File: config.mk
export PLATFORM = sky130hd
export DESIGN_NAME = ddr_data_regs
export DESIGN_NICKNAME = d
export VERILOG_FILES = /design/src/design/ddr_pkg.sv /design/src/design/ddr_frame_rx.sv /design/src/design/ddr_data_regs.sv
export VERILOG_INCLUDE_DIRS = /design/src /design/src/design
export SDC_FILE = /design/constraint.sdc
export NUM_CORES = 1
export LEC_CHECK = 0
export BUFFER_PORTS_ARGS = -buffer_cell sky130_fd_sc_hd__buf_2
export CAP_MARGIN = 20
export CORE_ASPECT_RATIO = 0.75
export CORE_MARGIN = 4
export CORE_UTILIZATION = 55
export CTS_CLUSTER_DIAMETER = 50
export DETAILED_ROUTE_END_ITERATION = 12
export PLACE_DENSITY = 0.8
export SLEW_MARGIN = 5
export SYNTH_ARGS = -nofsm -noshare
export SYNTH_HDL_FRONTEND = slang
export SYNTH_SLANG_ARGS = --single-unit
File: constraint.sdc
create_clock -name clk -period 2.6 [get_ports clk]
set_clock_uncertainty 0.05 [all_clocks]
set_input_delay 0.26 -clock clk [delete_from_list [all_inputs] [get_ports clk]]
set_output_delay 0.26 -clock clk [all_outputs]
set_load 0.005 [all_outputs]
File: src/design/ddr_consts.svh
`ifndef DDR_CONSTS_SVH
`define DDR_CONSTS_SVH

// frame lengths in serial clocks, and the bit-count ceiling
`define DDR_FRAME_BITS      6'h18
`define DDR_FRAME_BITS_CHK  6'h20
`define DDR_CNT_MAX         6'h21

// field positions inside a 24-bit frame
`define DDR_RW_BIT    23
`define DDR_DEV_HI    22
`define DDR_DEV_LO    21
`define DDR_DEST_HI   20
`define DDR_DEST_LO   18
`define DDR_CHAN_HI   17
`define DDR_CHAN_LO   16
`define DDR_DATA_HI   15
`define DDR_DATA_LO   0

// reset values of the per-channel registers
`define DDR_CODE_RST  16'h0000
`define DDR_GAIN_RST  16'hFFFF
`define DDR_OFS_RST   16'h8000
`define DDR_CLR_RST   16'h0000

`endif

File: src/design/ddr_pkg.sv
package ddr_pkg;

	typedef logic [15:0]       ddr_word_type;
	typedef logic [3:0][15:0]  ddr_bank_type;

	// destination select codes; 3'h1 has no meaning
	typedef enum logic [2:0] {
		DEST_DATA     = 3'b000,
		DEST_GAIN     = 3'b010,
		DEST_GAIN_ALL = 3'b011,
		DEST_OFS      = 3'b100,
		DEST_OFS_ALL  = 3'b101,
		DEST_CLR      = 3'b110,
		DEST_CTRL     = 3'b111
	} ddr_dest_type;

	typedef enum logic {
		RX_IDLE  = 1'b0,
		RX_SHIFT = 1'b1
	} ddr_rx_state_type;

	// channel field to one-hot write strobe
	function automatic logic [3:0] ddr_chan_onehot(input logic [1:0] chan);
		ddr_chan_onehot = 4'h1 << chan;
	endfunction

endpackage

File: src/design/ddr_frame_rx.sv
`timescale 1ns/1ns
`include "ddr_consts.svh"

module ddr_frame_rx
	import ddr_pkg::*;
(
	// clock and reset
	input  wire logic        clk,
	input  wire logic        rst_n,
	// serial pins
	input  wire logic        sclk_pin,
	input  wire logic        sync_n_pin,
	input  wire logic        sdin_pin,
	// frame length select, same clock domain
	input  wire logic        long_frame,
	// received frame
	output logic             frame_valid_q,
	output logic [23:0]      frame_q
);

	logic [2:0]        sclk_sy_q;
	logic [2:0]        sync_sy_q;
	logic [1:0]        sdin_sy_q;
	logic [31:0]       shift_q;
	logic [5:0]        cnt_q;
	ddr_rx_state_type  state_q;

	// the first stage feeds only the second; edges come from stages two and three
	wire sclk_fall  = sclk_sy_q[2] & ~sclk_sy_q[1];
	wire sync_fall  = sync_sy_q[2] & ~sync_sy_q[1];
	wire sync_rise  = ~sync_sy_q[2] & sync_sy_q[1];
	wire [5:0] need = long_frame ? `DDR_FRAME_BITS_CHK : `DDR_FRAME_BITS;
	// only an exact bit count is a frame; a short or long burst is dropped
	wire len_ok     = (cnt_q == need);
	wire [23:0] fr  = long_frame ? shift_q[31:8] : shift_q[23:0];

	// pin synchronisers
	always_ff @(posedge clk) begin
		if (!rst_n) begin
			sclk_sy_q <= 3'h7; // idle high, so no false edge after reset
			sync_sy_q <= 3'h7;
			sdin_sy_q <= 2'h0;
		end else begin
			sclk_sy_q <= {sclk_sy_q[1:0], sclk_pin};
			sync_sy_q <= {sync_sy_q[1:0], sync_n_pin};
			sdin_sy_q <= {sdin_sy_q[0], sdin_pin};
		end
	end

	// data is taken on the falling serial edge, msb first
	always_ff @(posedge clk) begin
		if (!rst_n) begin
			state_q       <= RX_IDLE;
			cnt_q         <= 6'h0;
			shift_q       <= 32'h0;
			frame_valid_q <= 1'b0;
			frame_q       <= 24'h0;
		end else begin
			frame_valid_q <= 1'b0;
			unique case (state_q)
				RX_IDLE: begin
					if (sync_fall) begin
						state_q <= RX_SHIFT;
						cnt_q   <= 6'h0;
					end
				end
				RX_SHIFT: begin
					if (sync_rise) begin
						state_q       <= RX_IDLE;
						frame_valid_q <= len_ok;
						frame_q       <= fr;
					end else if (sclk_fall) begin
						shift_q <= {shift_q[30:0], sdin_sy_q[1]};
						if (cnt_q != `DDR_CNT_MAX)
							cnt_q <= cnt_q + 6'h1;
					end
				end
			endcase
		end
	end
endmodule // ddr_frame_rx

File: src/design/ddr_data_regs.sv
`timescale 1ns/1ns
`include "ddr_consts.svh"

// How it works
// - A frame is 24 bits; 32 with error check, last 8 the code.
// - Bit 23 read/write, 22:21 device, 20:18 destination, 17:16 channel, 15:0 data.
// - Act only when device field matches the two address pins.
// - Destination 000 writes the output code of one channel.
// - Channel field 00..11 picks A..D; ignored when no channel is used.
// - Destination 010 writes the gain trim of the named channel.
// - Destination 011 writes the gain trim of all four channels.
// - Each channel holds a 16-bit gain trim in single-LSB steps.
// - Gain trim is straight binary, 0 to 65,535 LSBs.
// - Gain trim resets to all ones.
// - Destination 100 writes the offset trim of the named channel.
// - Destination 101 writes the offset trim of all four channels.
// - Each channel holds a 16-bit offset trim, -32,768 to +32,767 LSBs.
// - Offset trim is straight binary, all zeros the most negative step.
// - Offset trim resets to midscale, meaning zero offset.
// - Destination 110 writes the clear value of the named channel.
// - Clear values reset to zero.
// - Clear input loads clear values only into channels enabled for it.
// - Destination 111 writes no data register; goes to control decode.

module ddr_data_regs
	import ddr_pkg::*;
(
	// clock and reset
	input  wire logic         clk,
	input  wire logic         rst_n,
	// serial interface pins
	input  wire logic         sclk_pin,
	input  wire logic         sync_n_pin,
	input  wire logic         sdin_pin,
	// hardware address pins
	input  wire logic         hw_address_pin_hi,
	input  wire logic         hw_address_pin_lo,
	// clear pin, active high
	input  wire logic         clear_pin,
	// settings from the control registers, same clock domain
	input  wire logic [3:0]   clear_enable,
	input  wire logic         frame_error_check,
	// per-channel registers
	output ddr_bank_type      channel_output_code_q,
	output ddr_bank_type      channel_gain_trim_q,
	output ddr_bank_type      channel_offset_trim_q,
	output ddr_bank_type      channel_clear_value_q,
	// frames handed to the control-register decode
	output logic              ctrl_frame_valid_q,
	output logic [23:0]       ctrl_frame_q
);

	logic              frame_valid;
	logic [23:0]       frame;
	logic [1:0]        addr_hi_sy_q;
	logic [1:0]        addr_lo_sy_q;
	logic [1:0]        clear_sy_q;

	// serial frame capture
	ddr_frame_rx u_rx (
		.clk           (clk),
		.rst_n         (rst_n),
		.sclk_pin      (sclk_pin),
		.sync_n_pin    (sync_n_pin),
		.sdin_pin      (sdin_pin),
		.long_frame    (frame_error_check),
		.frame_valid_q (frame_valid),
		.frame_q       (frame)
	);

	// address and clear pins come from outside; two stages each
	always_ff @(posedge clk) begin
		if (!rst_n) begin
			addr_hi_sy_q <= 2'h0;
			addr_lo_sy_q <= 2'h0;
			clear_sy_q   <= 2'h0;
		end else begin
			addr_hi_sy_q <= {addr_hi_sy_q[0], hw_address_pin_hi};
			addr_lo_sy_q <= {addr_lo_sy_q[0], hw_address_pin_lo};
			clear_sy_q   <= {clear_sy_q[0], clear_pin};
		end
	end

	// frame fields
	wire               rw_flag  = frame[`DDR_RW_BIT];
	wire [1:0]         dev_sel  = frame[`DDR_DEV_HI:`DDR_DEV_LO];
	wire [2:0]         dest_raw = frame[`DDR_DEST_HI:`DDR_DEST_LO];
	wire [1:0]         chan_sel = frame[`DDR_CHAN_HI:`DDR_CHAN_LO];
	ddr_word_type      payload;
	assign payload = frame[`DDR_DATA_HI:`DDR_DATA_LO];
	ddr_dest_type      dest;
	assign dest = ddr_dest_type'(dest_raw);

	// device match against the synchronised address pins
	wire dev_match = (dev_sel == {addr_hi_sy_q[1], addr_lo_sy_q[1]});
	// reads are not served here, so a frame with the flag high writes no bank; a control frame still passes on
	wire wr_ok     = frame_valid & dev_match & ~rw_flag;
	wire clr_level = clear_sy_q[1];

	// destination decode; the unused code 001 selects nothing
	wire wr_code     = wr_ok & (dest == DEST_DATA);
	wire wr_gain     = wr_ok & (dest == DEST_GAIN);
	wire wr_gain_all = wr_ok & (dest == DEST_GAIN_ALL);
	wire wr_ofs      = wr_ok & (dest == DEST_OFS);
	wire wr_ofs_all  = wr_ok & (dest == DEST_OFS_ALL);
	wire wr_clr      = wr_ok & (dest == DEST_CLR);
	wire to_ctrl     = frame_valid & dev_match & (dest == DEST_CTRL);

	// channel strobes; broadcast codes ignore the channel field
	wire [3:0] chan_hot = ddr_chan_onehot(chan_sel);
	wire [3:0] code_we  = wr_code ? chan_hot : 4'h0;
	wire [3:0] gain_we  = (wr_gain ? chan_hot : 4'h0) | {4{wr_gain_all}};
	wire [3:0] ofs_we   = (wr_ofs ? chan_hot : 4'h0) | {4{wr_ofs_all}};
	wire [3:0] clr_we   = wr_clr ? chan_hot : 4'h0;
	// clear is held while the pin is high, and it outranks a data write
	wire [3:0] clr_take = {4{clr_level}} & clear_enable;

	// next values of the four register banks
	ddr_bank_type code_d;
	ddr_bank_type gain_d;
	ddr_bank_type ofs_d;
	ddr_bank_type clrv_d;

	always_comb begin
		code_d = channel_output_code_q;
		gain_d = channel_gain_trim_q;
		ofs_d  = channel_offset_trim_q;
		clrv_d = channel_clear_value_q;
		for (int i = 0; i < 4; i++) begin
			if (clr_take[i])
				code_d[i] = channel_clear_value_q[i];
			else if (code_we[i])
				code_d[i] = payload;
			// trims are stored as raw straight binary codes
			if (gain_we[i])
				gain_d[i] = payload;
			if (ofs_we[i])
				ofs_d[i] = payload;
			if (clr_we[i])
				clrv_d[i] = payload;
		end
	end

	// register banks; every bank resets all four channels to its own default
	always_ff @(posedge clk) begin
		if (!rst_n) begin
			channel_output_code_q <= {4{`DDR_CODE_RST}};
			channel_gain_trim_q   <= {4{`DDR_GAIN_RST}};
			channel_offset_trim_q <= {4{`DDR_OFS_RST}};
			channel_clear_value_q <= {4{`DDR_CLR_RST}};
		end else begin
			channel_output_code_q <= code_d;
			channel_gain_trim_q   <= gain_d;
			channel_offset_trim_q <= ofs_d;
			channel_clear_value_q <= clrv_d;
		end
	end

	// control frames pass on whole; the sub-decode sits elsewhere
	always_ff @(posedge clk) begin
		if (!rst_n) begin
			ctrl_frame_valid_q <= 1'b0;
			ctrl_frame_q       <= 24'h0;
		end else begin
			ctrl_frame_valid_q <= to_ctrl;
			if (to_ctrl)
				ctrl_frame_q <= frame;
		end
	end

	// ---- checks ----

	// 16-bit lane mask over a bank, one lane per set bit
	function automatic logic [63:0] lane_mask(input logic [3:0] lanes);
		for (int i = 0; i < 4; i++)
			lane_mask[16 * i +: 16] = {16{lanes[i]}};
	endfunction
endmodule // ddr_data_regs

# [Word-level counts from Yosys, hierarchy flattened]
# Cells that the tools add are included.
[totals] regBits=359 mem_bits_ro=0 inputBits=13 output_inout_bits=281 ram_bits=0 word_cells=96 latch_bits=0 memories=0
[classes] div_mod_pow=0 n_reduce_logical=9 n_mux=22 order_cmp=0 n_bitwise=21 n_shift=1 addsub=1 mul=0 eq_ne=13
[ops] op="16-bit two-way mux" n=8
[ops] op="6-bit two-way mux" n=5
[ops] op="24-bit two-way mux" n=1
[ops] op="4-bit two-way mux" n=4
[ops] op="1-bit bitwise AND" n=12
[ops] op="3-bit == test, second input constant" n=4
[ops] op="6-bit one-hot mux with 2 select lines" n=1
[ops] op="4-bit OR" n=2
[ops] op="2-bit nonzero test" n=4
[ops] op="6-bit by 1-bit adder with 6-bit output, second input constant" n=1
[ops] op="3-bit by 2-bit == test with 1-bit output, second input constant" n=2
[ops] op="6-bit == test" n=1
[ops] op="2-bit inequality test, second input constant" n=3
[ops] op="6-bit inequality test, second input constant" n=1
[ops] op="1-bit inverter" n=6
[ops] op="3-bit AND reduction" n=2
[ops] op="4-bit bitwise AND" n=1
[ops] op="4-bit AND reduction" n=1
[ops] op="1-bit by 2-bit left shift with 4-bit output, first input constant" n=1
[ops] op="3-bit zero test" n=1
[ops] op="2-bit == test" n=1
[ops] op="1-bit two-way mux" n=2
[ops] op="2-bit by 1-bit inequality test with 1-bit output, second input constant" n=1
[ops] op="1-bit one-hot mux with 2 select lines" n=1
[ops] op="2-bit AND reduction" n=1

# [Logic depth before layout (Yosys ltp)]
# Gate-level depths: netlist of the first run.
[depth] word_depth=7 depth_mapped=8 depth_no_buf=6

# [Cells and area by module]
# A second synthesis of the first run with hierarchy kept.
[hier_totals] cells_unflattened=1593 hier_area_um2=14741.6
[by_module_without_submodules] module="ddr_data_regs" cells_per_inst=1271 area_per_inst_um2=11886.4 seq_area_each_um2=5745.5 instances=1
[by_module_without_submodules] module="ddr_frame_rx" cells_per_inst=322 area_per_inst_um2=2855.2 seq_area_each_um2=1441.4 instances=1

# [Worst setup path before layout of the first run]
# Ideal clock, no wire load.
[synth_path] kind="reg-to-reg" startpoint="register u_rx.frame_q[23]" endpoint="register channel_clear_value_q[37] (netlist name)" setup_slack_ns=0.628 n_path_buf=3 required_time_ns=2.434 synth_period_minus_slack_ns=1.972 setup_ns=0.116 arrival_ns=1.806 path_stages_with_launch=8 cell_sequence="dfxtp_1 or3b_1 buf_6 or4_1 buf_6 buf_12 mux2i_1 nor2b_1"
[synth_via] elab_chain_cells=4
[synth_lines] element="start, declared" line_no="ddr_frame_rx.sv:18" source="output logic [23:0] frame_q"
[synth_lines] element="start signal, assigned" line_no="ddr_frame_rx.sv:71" source="frame_q <= fr;"
[synth_lines] element="1-bit inverter" line_no="ddr_data_regs.sv:97" source="wire wr_ok = frame_valid & dev_match & ~rw_flag;"
[synth_lines] element="1-bit bitwise AND" line_no="ddr_data_regs.sv:97"
[synth_lines] element="1-bit bitwise AND" line_no="ddr_data_regs.sv:106" source="wire wr_clr = wr_ok & (dest == DEST_CLR);"
[synth_lines] element="4-bit two-way mux" line_no="ddr_data_regs.sv:114" source="wire [3:0] clr_we = wr_clr ? chan_hot : 4'h0;"
[synth_lines] element="end signal, assigned" line_no="ddr_data_regs.sv:150" source="channel_clear_value_q <= {4{`DDR_CLR_RST}};"
[synth_lines] element="end signal, assigned" line_no="ddr_data_regs.sv:155" source="channel_clear_value_q <= clrv_d;"
[synth_lines] element="end, declared" line_no="ddr_data_regs.sv:47" source="output ddr_bank_type channel_clear_value_q,"
# No other way between the ends.
# A chain may end at the register's enable or synchronous reset.

# [Final worst setup path of the first run]
[layout_path] startpoint="register u_rx.frame_q[17]" endpoint="register channel_output_code_q[23] (netlist name)"
[layout_via] elab_chain_cells=3
[layout_lines] element="1-bit by 2-bit left shift with 4-bit output" line_no="ddr_pkg.sv:24" source="ddr_chan_onehot = 4'h1 << chan;"
[layout_lines] element="4-bit two-way mux" line_no="ddr_data_regs.sv:111" source="wire [3:0] code_we = wr_code ? chan_hot : 4'h0;"
[layout_lines] element="2-bit nonzero test (no source line)"
[layout_lines] element="end signal, assigned" line_no="ddr_data_regs.sv:147" source="channel_output_code_q <= {4{`DDR_CODE_RST}};"
[layout_lines] element="end signal, assigned" line_no="ddr_data_regs.sv:152" source="channel_output_code_q <= code_d;"
[layout_lines] element="end, declared" line_no="ddr_data_regs.sv:44" source="output ddr_bank_type channel_output_code_q,"
# No other way between the ends.

==> metrics.txt, run 1 <==
clock-pin slew reported for the worst setup and hold paths after clock tree synthesis=60 ps; Final Hold Violating Endpoints=0; number of pins exceeding their max-slew limit in the final report=0; clock sinks=359; total of endpoints with negative setup slack in the final report=0; tightest hold margin=108 ps; first-pass GRT wire length=65.2 mm; transition time of the tightest slew-check pin=900 ps; adder-cell area share of the yosys netlist=0.00257; required time at the worst-slack endpoint=2980 ps; count of H-tree levels built during CTS=2; setup repair after global routing missed its margin=no; number of global-route vias before repair=11,475; IO Pins=294; drt pass-1 iters=6; most repeated cell in the gate-level netlist after synthesis=sky130_fd_sc_hd__nand2_1; final-layout fill cell count=2,036; Final ANT Viol Nets=0; total gr overflow=0; largest family of logic cells by synthesized area=simple AND/OR/NAND/NOR gates; CP max FO=16; period utilization=0.921; Max Clock Freq=418 MHz; crit path launch type=flop; Max Root-Sink Buffers=3; commonest cells in the netlist=sky130_fd_sc_hd__nand2_1 (372), sky130_fd_sc_hd__dfxtp_1 (359), sky130_fd_sc_hd__mux2i_1 (168), sky130_fd_sc_hd__clkbuf_1 (126), sky130_fd_sc_hd__o211a_1 (88); Synth-to-Final Area Change=19.5%; sequential area share after synthesis=0.492; pwr/cell area=627 nW/um2; R2R Setup Slk=210 ps; worst relative slew slack=0.399; result of the run=finished, final reports clean; net total in the final layout=1,815; largest cells by area after synthesis=sky130_fd_sc_hd__dfxtp_1 (49%), sky130_fd_sc_hd__mux2i_1 (12%), sky130_fd_sc_hd__nand2_1 (9.6%); Detail Placement HPWL=28.1 mm; summed instance area of the synthesized netlist=14,600 um2; mux share of post-synthesis cell area=0.115; largest net degree at the start of global routing=159; via/cell ratio=5.61; Pleak=8.28 nW; Starting DRT DRC Count=993; maximum resistive drop on vdd=549 uV; DRC violation count after routing=0; GRT Resource Usage Total=0.276; cell type with the highest aggregate area in the netlist=sky130_fd_sc_hd__dfxtp_1; # port buffers=293; min Tclk post-route=2390 ps; area of the die=29,300 um2; synthesized area divided by synthesized cell count=9.32 um2; instance count of the mapped netlist=1,568; FP Rows=51; Synth cell types=53; clock root buffer=sky130_fd_sc_hd__clkbuf_16; count of max-cap constraint violations=0; per-cell routed wire length=19.4 um; fraction of layout cells with a size suffix above 1=0.229; Finished Layout Cells=2,166; number of synthesized register bits=359; placed instance count=2,099; count of buffers added by post-CTS timing repair for setup=0; number of CTS-inserted buffers=36; antenna diode instance count=0; parity-gate share of the synthesized area counting xor and xnor cells=0.00557; complex-gate fraction of the synthesized area=0.144; type of the tightest min-delay check=primary input to flop; antenna violations before repair=0; gp weighted congestion=0.841; effective utilization at floorplan=0.561; final core utilization=0.670; worst endpoint data arrival time=2780 ps; capturing element type of the critical path=flop; clock latency on the worst-skew pair=510 ps; flip-flop cell with the highest count after synthesis=sky130_fd_sc_hd__dfxtp_1; total number of vias=12,155; post-synthesis net count=1,584; area of the core=26,000 um2; x dimension of the die=196 um; Simple-Gate Fraction of Synth Area=0.193; Worst Path Class, Setup=flop to flop; async set-reset flop share out of synthesis=0; area share of the leading cell type in the synthesized netlist=0.492; Detailed Route WL=42.1 mm; CTS tree=built; Die Y-Extent=149 um; count of yosys warnings during synthesis=0; number of flops mapped to enable cells by yosys=0
==> cells by family (layout without fill, tap and decap cells) <==
group,after synthesis,in the layout
compound gates,275,275
xor+xnor,5,5
fa+ha+maj,3,3
buf+inv,160,414
flops,359,359
mux,168,168
simple gates,598,598
==> metal layers <==
metal  up-vias  global-route usage  share of wire
met4         0              0.0932          0.031
met5         -                   0              0
li1       5794                   -              -
met3        94              0.0447          0.067
met2       428               0.452           0.47
met1      5839               0.376           0.43
==> cells in the final DEF (no fill, tap or decap), types with 2 or more instances in the layout <==
cell type,instances
sky130_fd_sc_hd__and4bb_2,2
sky130_fd_sc_hd__nor4_4,4
sky130_fd_sc_hd__nand4_1,7
sky130_fd_sc_hd__and4_1,3
sky130_fd_sc_hd__o21ai_0,83
sky130_fd_sc_hd__mux2i_1,168
sky130_fd_sc_hd__or2_1,4
sky130_fd_sc_hd__or4_1,3
sky130_fd_sc_hd__inv_1,3
sky130_fd_sc_hd__xor2_4,2
sky130_fd_sc_hd__nand4b_1,3
sky130_fd_sc_hd__dlygate4sd3_1,6
sky130_fd_sc_hd__buf_2,292
sky130_fd_sc_hd__o211a_1,88
sky130_fd_sc_hd__a21boi_0,77
sky130_fd_sc_hd__ha_1,3
sky130_fd_sc_hd__clkbuf_1,10
sky130_fd_sc_hd__or3_1,3
sky130_fd_sc_hd__a31o_2,5
sky130_fd_sc_hd__clkinv_2,2
sky130_fd_sc_hd__dfxtp_1,359
sky130_fd_sc_hd__nor3_4,2
sky130_fd_sc_hd__nor4_2,2
sky130_fd_sc_hd__a21oi_1,3
sky130_fd_sc_hd__nand2b_1,8
sky130_fd_sc_hd__and3_1,2
sky130_fd_sc_hd__nor2_1,9
sky130_fd_sc_hd__clkbuf_16,37
sky130_fd_sc_hd__buf_12,2
sky130_fd_sc_hd__nor2b_1,67
sky130_fd_sc_hd__o2111a_1,4
sky130_fd_sc_hd__buf_4,49
sky130_fd_sc_hd__clkbuf_8,8
sky130_fd_sc_hd__nand3_1,85
sky130_fd_sc_hd__xnor2_2,2
sky130_fd_sc_hd__o21a_1,5
sky130_fd_sc_hd__nand2_1,372
sky130_fd_sc_hd__and2_1,13
sky130_fd_sc_hd__clkinvlp_4,2
sky130_fd_sc_hd__o2111ai_1,4
==> where the power goes <==
group | internal (mW) | total [mW] | switching, mW
clock network | 2.94 | 5.02 | 2.08
registers | 5.55 | 5.58 | 0.0377
logic | 0.142 | 0.336 | 0.194
total | 8.63 | 10.9 | 2.31
==> stage by stage <==
stage,area (um2),worst slack [ps],power [mW],setup TNS [ps]
final,17500,206,10.9,0
after global routing,17500,44.6,11.3,0
after CTS,17500,218,11.0,0
after detailed placement,16200,-84.2,6.03,-921
after global placement,16200,124,6.02,0
after floorplan,14600,628,5.93,0
==> layout make-up <==
| class | count | area [um2] | area share |
|---|---|---|---|
| inverter | 3 | 11.3 | 0.000645 |
| multi-input combinational | 1049 | 6740 | 0.386 |
| sequential | 359 | 7190 | 0.412 |
| tap | 344 | 430 | 0.0247 |
| timing repair buffer | 350 | 1940 | 0.111 |
| clock buffer | 55 | 1070 | 0.0615 |
| clock inverter | 6 | 63.8 | 0.00366 |
==> sequential cells by signal, summed over array words and instances (netlist names) <==
signal / count
addr_hi_sy_q: 2
addr_lo_sy_q: 2
channel_clear_value_q: 64
channel_gain_trim_q: 64
channel_offset_trim_q: 64
channel_output_code_q: 64
clear_sy_q: 2
ctrl_frame_q: 24
ctrl_frame_valid_q: 1
u_rx.cnt_q: 6
u_rx.frame_q: 24
u_rx.frame_valid_q: 1
u_rx.sclk_sy_q: 3
u_rx.sdin_sy_q: 2
u_rx.shift_q: 32
u_rx.state_q: 1
u_rx.sync_sy_q: 3
==> final timing paths <==
kind | depth (start not counted) | endpoint | start
worst max-delay path | 4 | channel_output_code_q[23]$_SDFFE_PN0P_ | u_rx.frame_q[17]$_SDFFE_PN0P_
worst min-delay path | 2 | channel_gain_trim_q[51]$_SDFFE_PN1P_ | rst_n
worst max register to register | 4 | channel_output_code_q[23]$_SDFFE_PN0P_ | u_rx.frame_q[17]$_SDFFE_PN0P_
worst min register to register | 1 | u_rx.sclk_sy_q[1]$_SDFF_PN1_ | u_rx.sclk_sy_q[0]$_SDFF_PN1_
==> worst max-delay path, cell delays in order (launching register included) <==
cell	delay (ps)
sky130_fd_sc_hd__dfxtp_1	450
sky130_fd_sc_hd__or4b_2	750
sky130_fd_sc_hd__nor4_4	330
sky130_fd_sc_hd__or2_1	520
sky130_fd_sc_hd__o211a_1	220
==> timing repair <==
item	in CTS	in global routing
hold endpoints to repair	6	0
hold buffers	6	0
gates resized for setup	2	0
endpoints found under the setup margin	17	0
No activity file was read; power rests on OpenSTA's default activity.
==> run 2, diff against run 1 <==
Settings changed: ABC_AREA set to 1, PLACE_DENSITY 0.8 to 0.79.
==> run 2 against run 1 <==
Area after synthesis rose by 4.9%. Register-to-register slack improved by 310 ps. Combinational power rose by 1%. Critical path depth rose by 4. Design area rose by 4.3%. Critical path type unchanged. Via count rose by 24%. Largest power group unchanged. Clock-buffer cell count fell by 5. Clock power rose by 7.4%. First-iteration DRC count rose by 37%.
==> metrics.txt, run 2 <==
result of the run=finished, final reports clean; total of endpoints with negative setup slack in the final report=0; Synth cell types=28; post-synthesis net count=2,244; # port buffers=293; FP Rows=52; via/cell ratio=5.34; async set-reset flop share out of synthesis=0; adder-cell area share of the yosys netlist=0.00245; tightest hold margin=164 ps; Detail Placement HPWL=30.1 mm; worst endpoint data arrival time=2480 ps; clock sinks=359; gp weighted congestion=0.860; largest family of logic cells by synthesized area=simple AND/OR/NAND/NOR gates; Min-Delay Path Depth=4; most common library cell in the layout ignoring fill and taps=sky130_fd_sc_hd__nand2_1; worst relative slew slack=0.341; count of max-cap constraint violations=0; per-cell routed wire length=16.5 um; Sequential Area=7190 um2; type of the tightest min-delay check=primary input to flop; number of CTS-inserted buffers=37; antenna violations before repair=0; capturing element type of the critical path=flop; number of pins exceeding their max-slew limit in the final report=0; clock root buffer=sky130_fd_sc_hd__clkbuf_16; number of global-route vias before repair=13,410; GRT Resource Usage Total=0.287; sequential area share after synthesis=0.469; Max Root-Sink Buffers=3; Detailed Route WL=46.5 mm; final core utilization=0.669; most repeated cell in the gate-level netlist after synthesis=sky130_fd_sc_hd__nand2_1; Final Hold Violating Endpoints=0; total non-filler cell area in the finished layout=18,200 um2; area share of the leading cell type in the synthesized netlist=0.469; clock latency on the worst-skew pair=520 ps; IO Pins=294; Pleak=9.40 nW; complex-gate fraction of the synthesized area=0.109; Simple-Gate Fraction of Synth Area=0.306; Final ANT Viol Nets=0; largest net degree at the start of global routing=135; flip-flop cell with the highest count after synthesis=sky130_fd_sc_hd__dfxtp_1; number of instances resized during post-cts repair=0; instance count of the mapped netlist=2,228; placed cell areas=16,900 um2; antenna diode instance count=0; min Tclk post-route=2080 ps; drt pass-1 iters=5; mux share of post-synthesis cell area=0; x dimension of the die=201 um; commonest cells in the netlist=sky130_fd_sc_hd__nand2_1 (506), sky130_fd_sc_hd__dfxtp_1 (359), sky130_fd_sc_hd__nor2_1 (289), sky130_fd_sc_hd__nand3_1 (275), sky130_fd_sc_hd__inv_1 (243); Worst Path Class, Setup=flop to flop; number of flops mapped to enable cells by yosys=0; count of yosys warnings during synthesis=0; total gr overflow=0; fraction of layout cells with a size suffix above 1=0.178; summed instance area of the synthesized netlist=15,300 um2; maximum resistive drop on vdd=406 uV; number of cells on the worst reg-to-reg path=8; first-pass GRT wire length=73.1 mm; Die Y-Extent=153 um; net total in the final layout=2,452; highest-count cells in the layout ignoring fill and taps=sky130_fd_sc_hd__nand2_1 (502), sky130_fd_sc_hd__dfxtp_1 (359), sky130_fd_sc_hd__buf_2 (292); crit path launch type=flop; Starting DRT DRC Count=1,358; period utilization=0.801; area used by multi-input combinational logic=6450 um2; parity-gate share of the synthesized area counting xor and xnor cells=0.00114; cell type with the highest aggregate area in the netlist=sky130_fd_sc_hd__dfxtp_1; pwr/cell area=622 nW/um2; CTS tree=built; largest cells by area after synthesis=sky130_fd_sc_hd__dfxtp_1 (47%), sky130_fd_sc_hd__nand2_1 (12%), sky130_fd_sc_hd__nand3_1 (9.0%); area of the core=27,200 um2; required time at the worst-slack endpoint=2990 ps; Max Clock Freq=480 MHz; synthesized area divided by synthesized cell count=6.88 um2; clock-pin slew reported for the worst setup and hold paths after clock tree synthesis=60 ps; number of synthesized register bits=359; DRC violation count after routing=0; area of the die=30,600 um2; Synth-to-Final Area Change=18.7%; count of H-tree levels built during CTS=2; setup repair after global routing missed its margin=no; transition time of the tightest slew-check pin=988 ps; total number of vias=15,036; Setup TNS=0 ps; effective utilization at floorplan=0.564; CP max FO=17; final-layout fill cell count=2,342
==> run 2: worst max-delay path, cell delays in order (launching register included) <==
cell                      delay [ps]
sky130_fd_sc_hd__dfxtp_1         380
sky130_fd_sc_hd__inv_1            50
sky130_fd_sc_hd__nand2_1          70
sky130_fd_sc_hd__nand2_2         110
sky130_fd_sc_hd__nor2_4          440
sky130_fd_sc_hd__nand4_4         350
sky130_fd_sc_hd__nand2_2         360
sky130_fd_sc_hd__nand2_1         110
sky130_fd_sc_hd__nand3_1          80
==> run 2: cell type report <==
class,count,area share
inverter,246,0.0507
sequential,359,0.395
timing repair buffer,352,0.108
clock inverter,16,0.00935
clock buffer,50,0.0581
multi-input combinational,1440,0.354
tap,351,0.0241
==> run 2: stage by stage <==
stage	setup slack, ps	std cells	power, mW
6_report	516	2814	11.3
2_1_floorplan	1050	2228	5.93
5_1_grt	344	2814	11.7
3_3_place_gp	654	2741	6.04
3_5_place_dp	570	2741	6.04
4_1_cts	546	2814	11.4
==> run 2: cells by family (layout without fill, tap and decap cells) <==
| family | Yosys count | in the layout |
|---|---|---|
| and+or+nand+nor | 1105 | 1105 |
| buffers and inverters | 429 | 664 |
| DFF | 359 | 359 |
| AOI/OAI and AO/OA | 330 | 330 |
| adders and majority gates | 3 | 3 |
| xor gates and xnor gates | 2 | 2 |
==> run 2: final timing paths <==
path	start	end	slack, ps
setup / recovery	u_rx.frame_q[21]$_SDFFE_PN0P_	channel_gain_trim_q[5]$_SDFFE_PN1P_	520
hold / removal	frame_error_check	u_rx.frame_q[14]$_SDFFE_PN0P_	160
setup reg to reg	u_rx.frame_q[21]$_SDFFE_PN0P_	channel_gain_trim_q[5]$_SDFFE_PN1P_	520
hold reg to reg	u_rx.sync_sy_q[0]$_SDFF_PN1_	u_rx.sync_sy_q[1]$_SDFF_PN1_	360
==> run 2: power breakdown <==
group          internal (mW)  leakage (nW)  total (mW)  switching (mW)
Sequential              5.55          2.90        5.59          0.0423
Clock                   3.17         0.601        5.39            2.22
Combinational          0.112          5.90       0.340           0.227
Total                   8.83          9.40        11.3            2.49
==> run 2: layer usage <==
metal	up-vias	wire [um]	track usage	share of wire
li1	7398	-	-	-
met1	6879	20100	0.401	0.43
met2	666	20600	0.443	0.44
met3	93	4540	0.0704	0.097
met4	0	1250	0.0901	0.027
met5	-	0	0	0
==> run 2: what timing repair did <==
action | 4_1_cts | 5_1_grt
hold buffers | 7 | 0
hold endpoints to repair | 10 | 0
setup buffers | 0 | 0
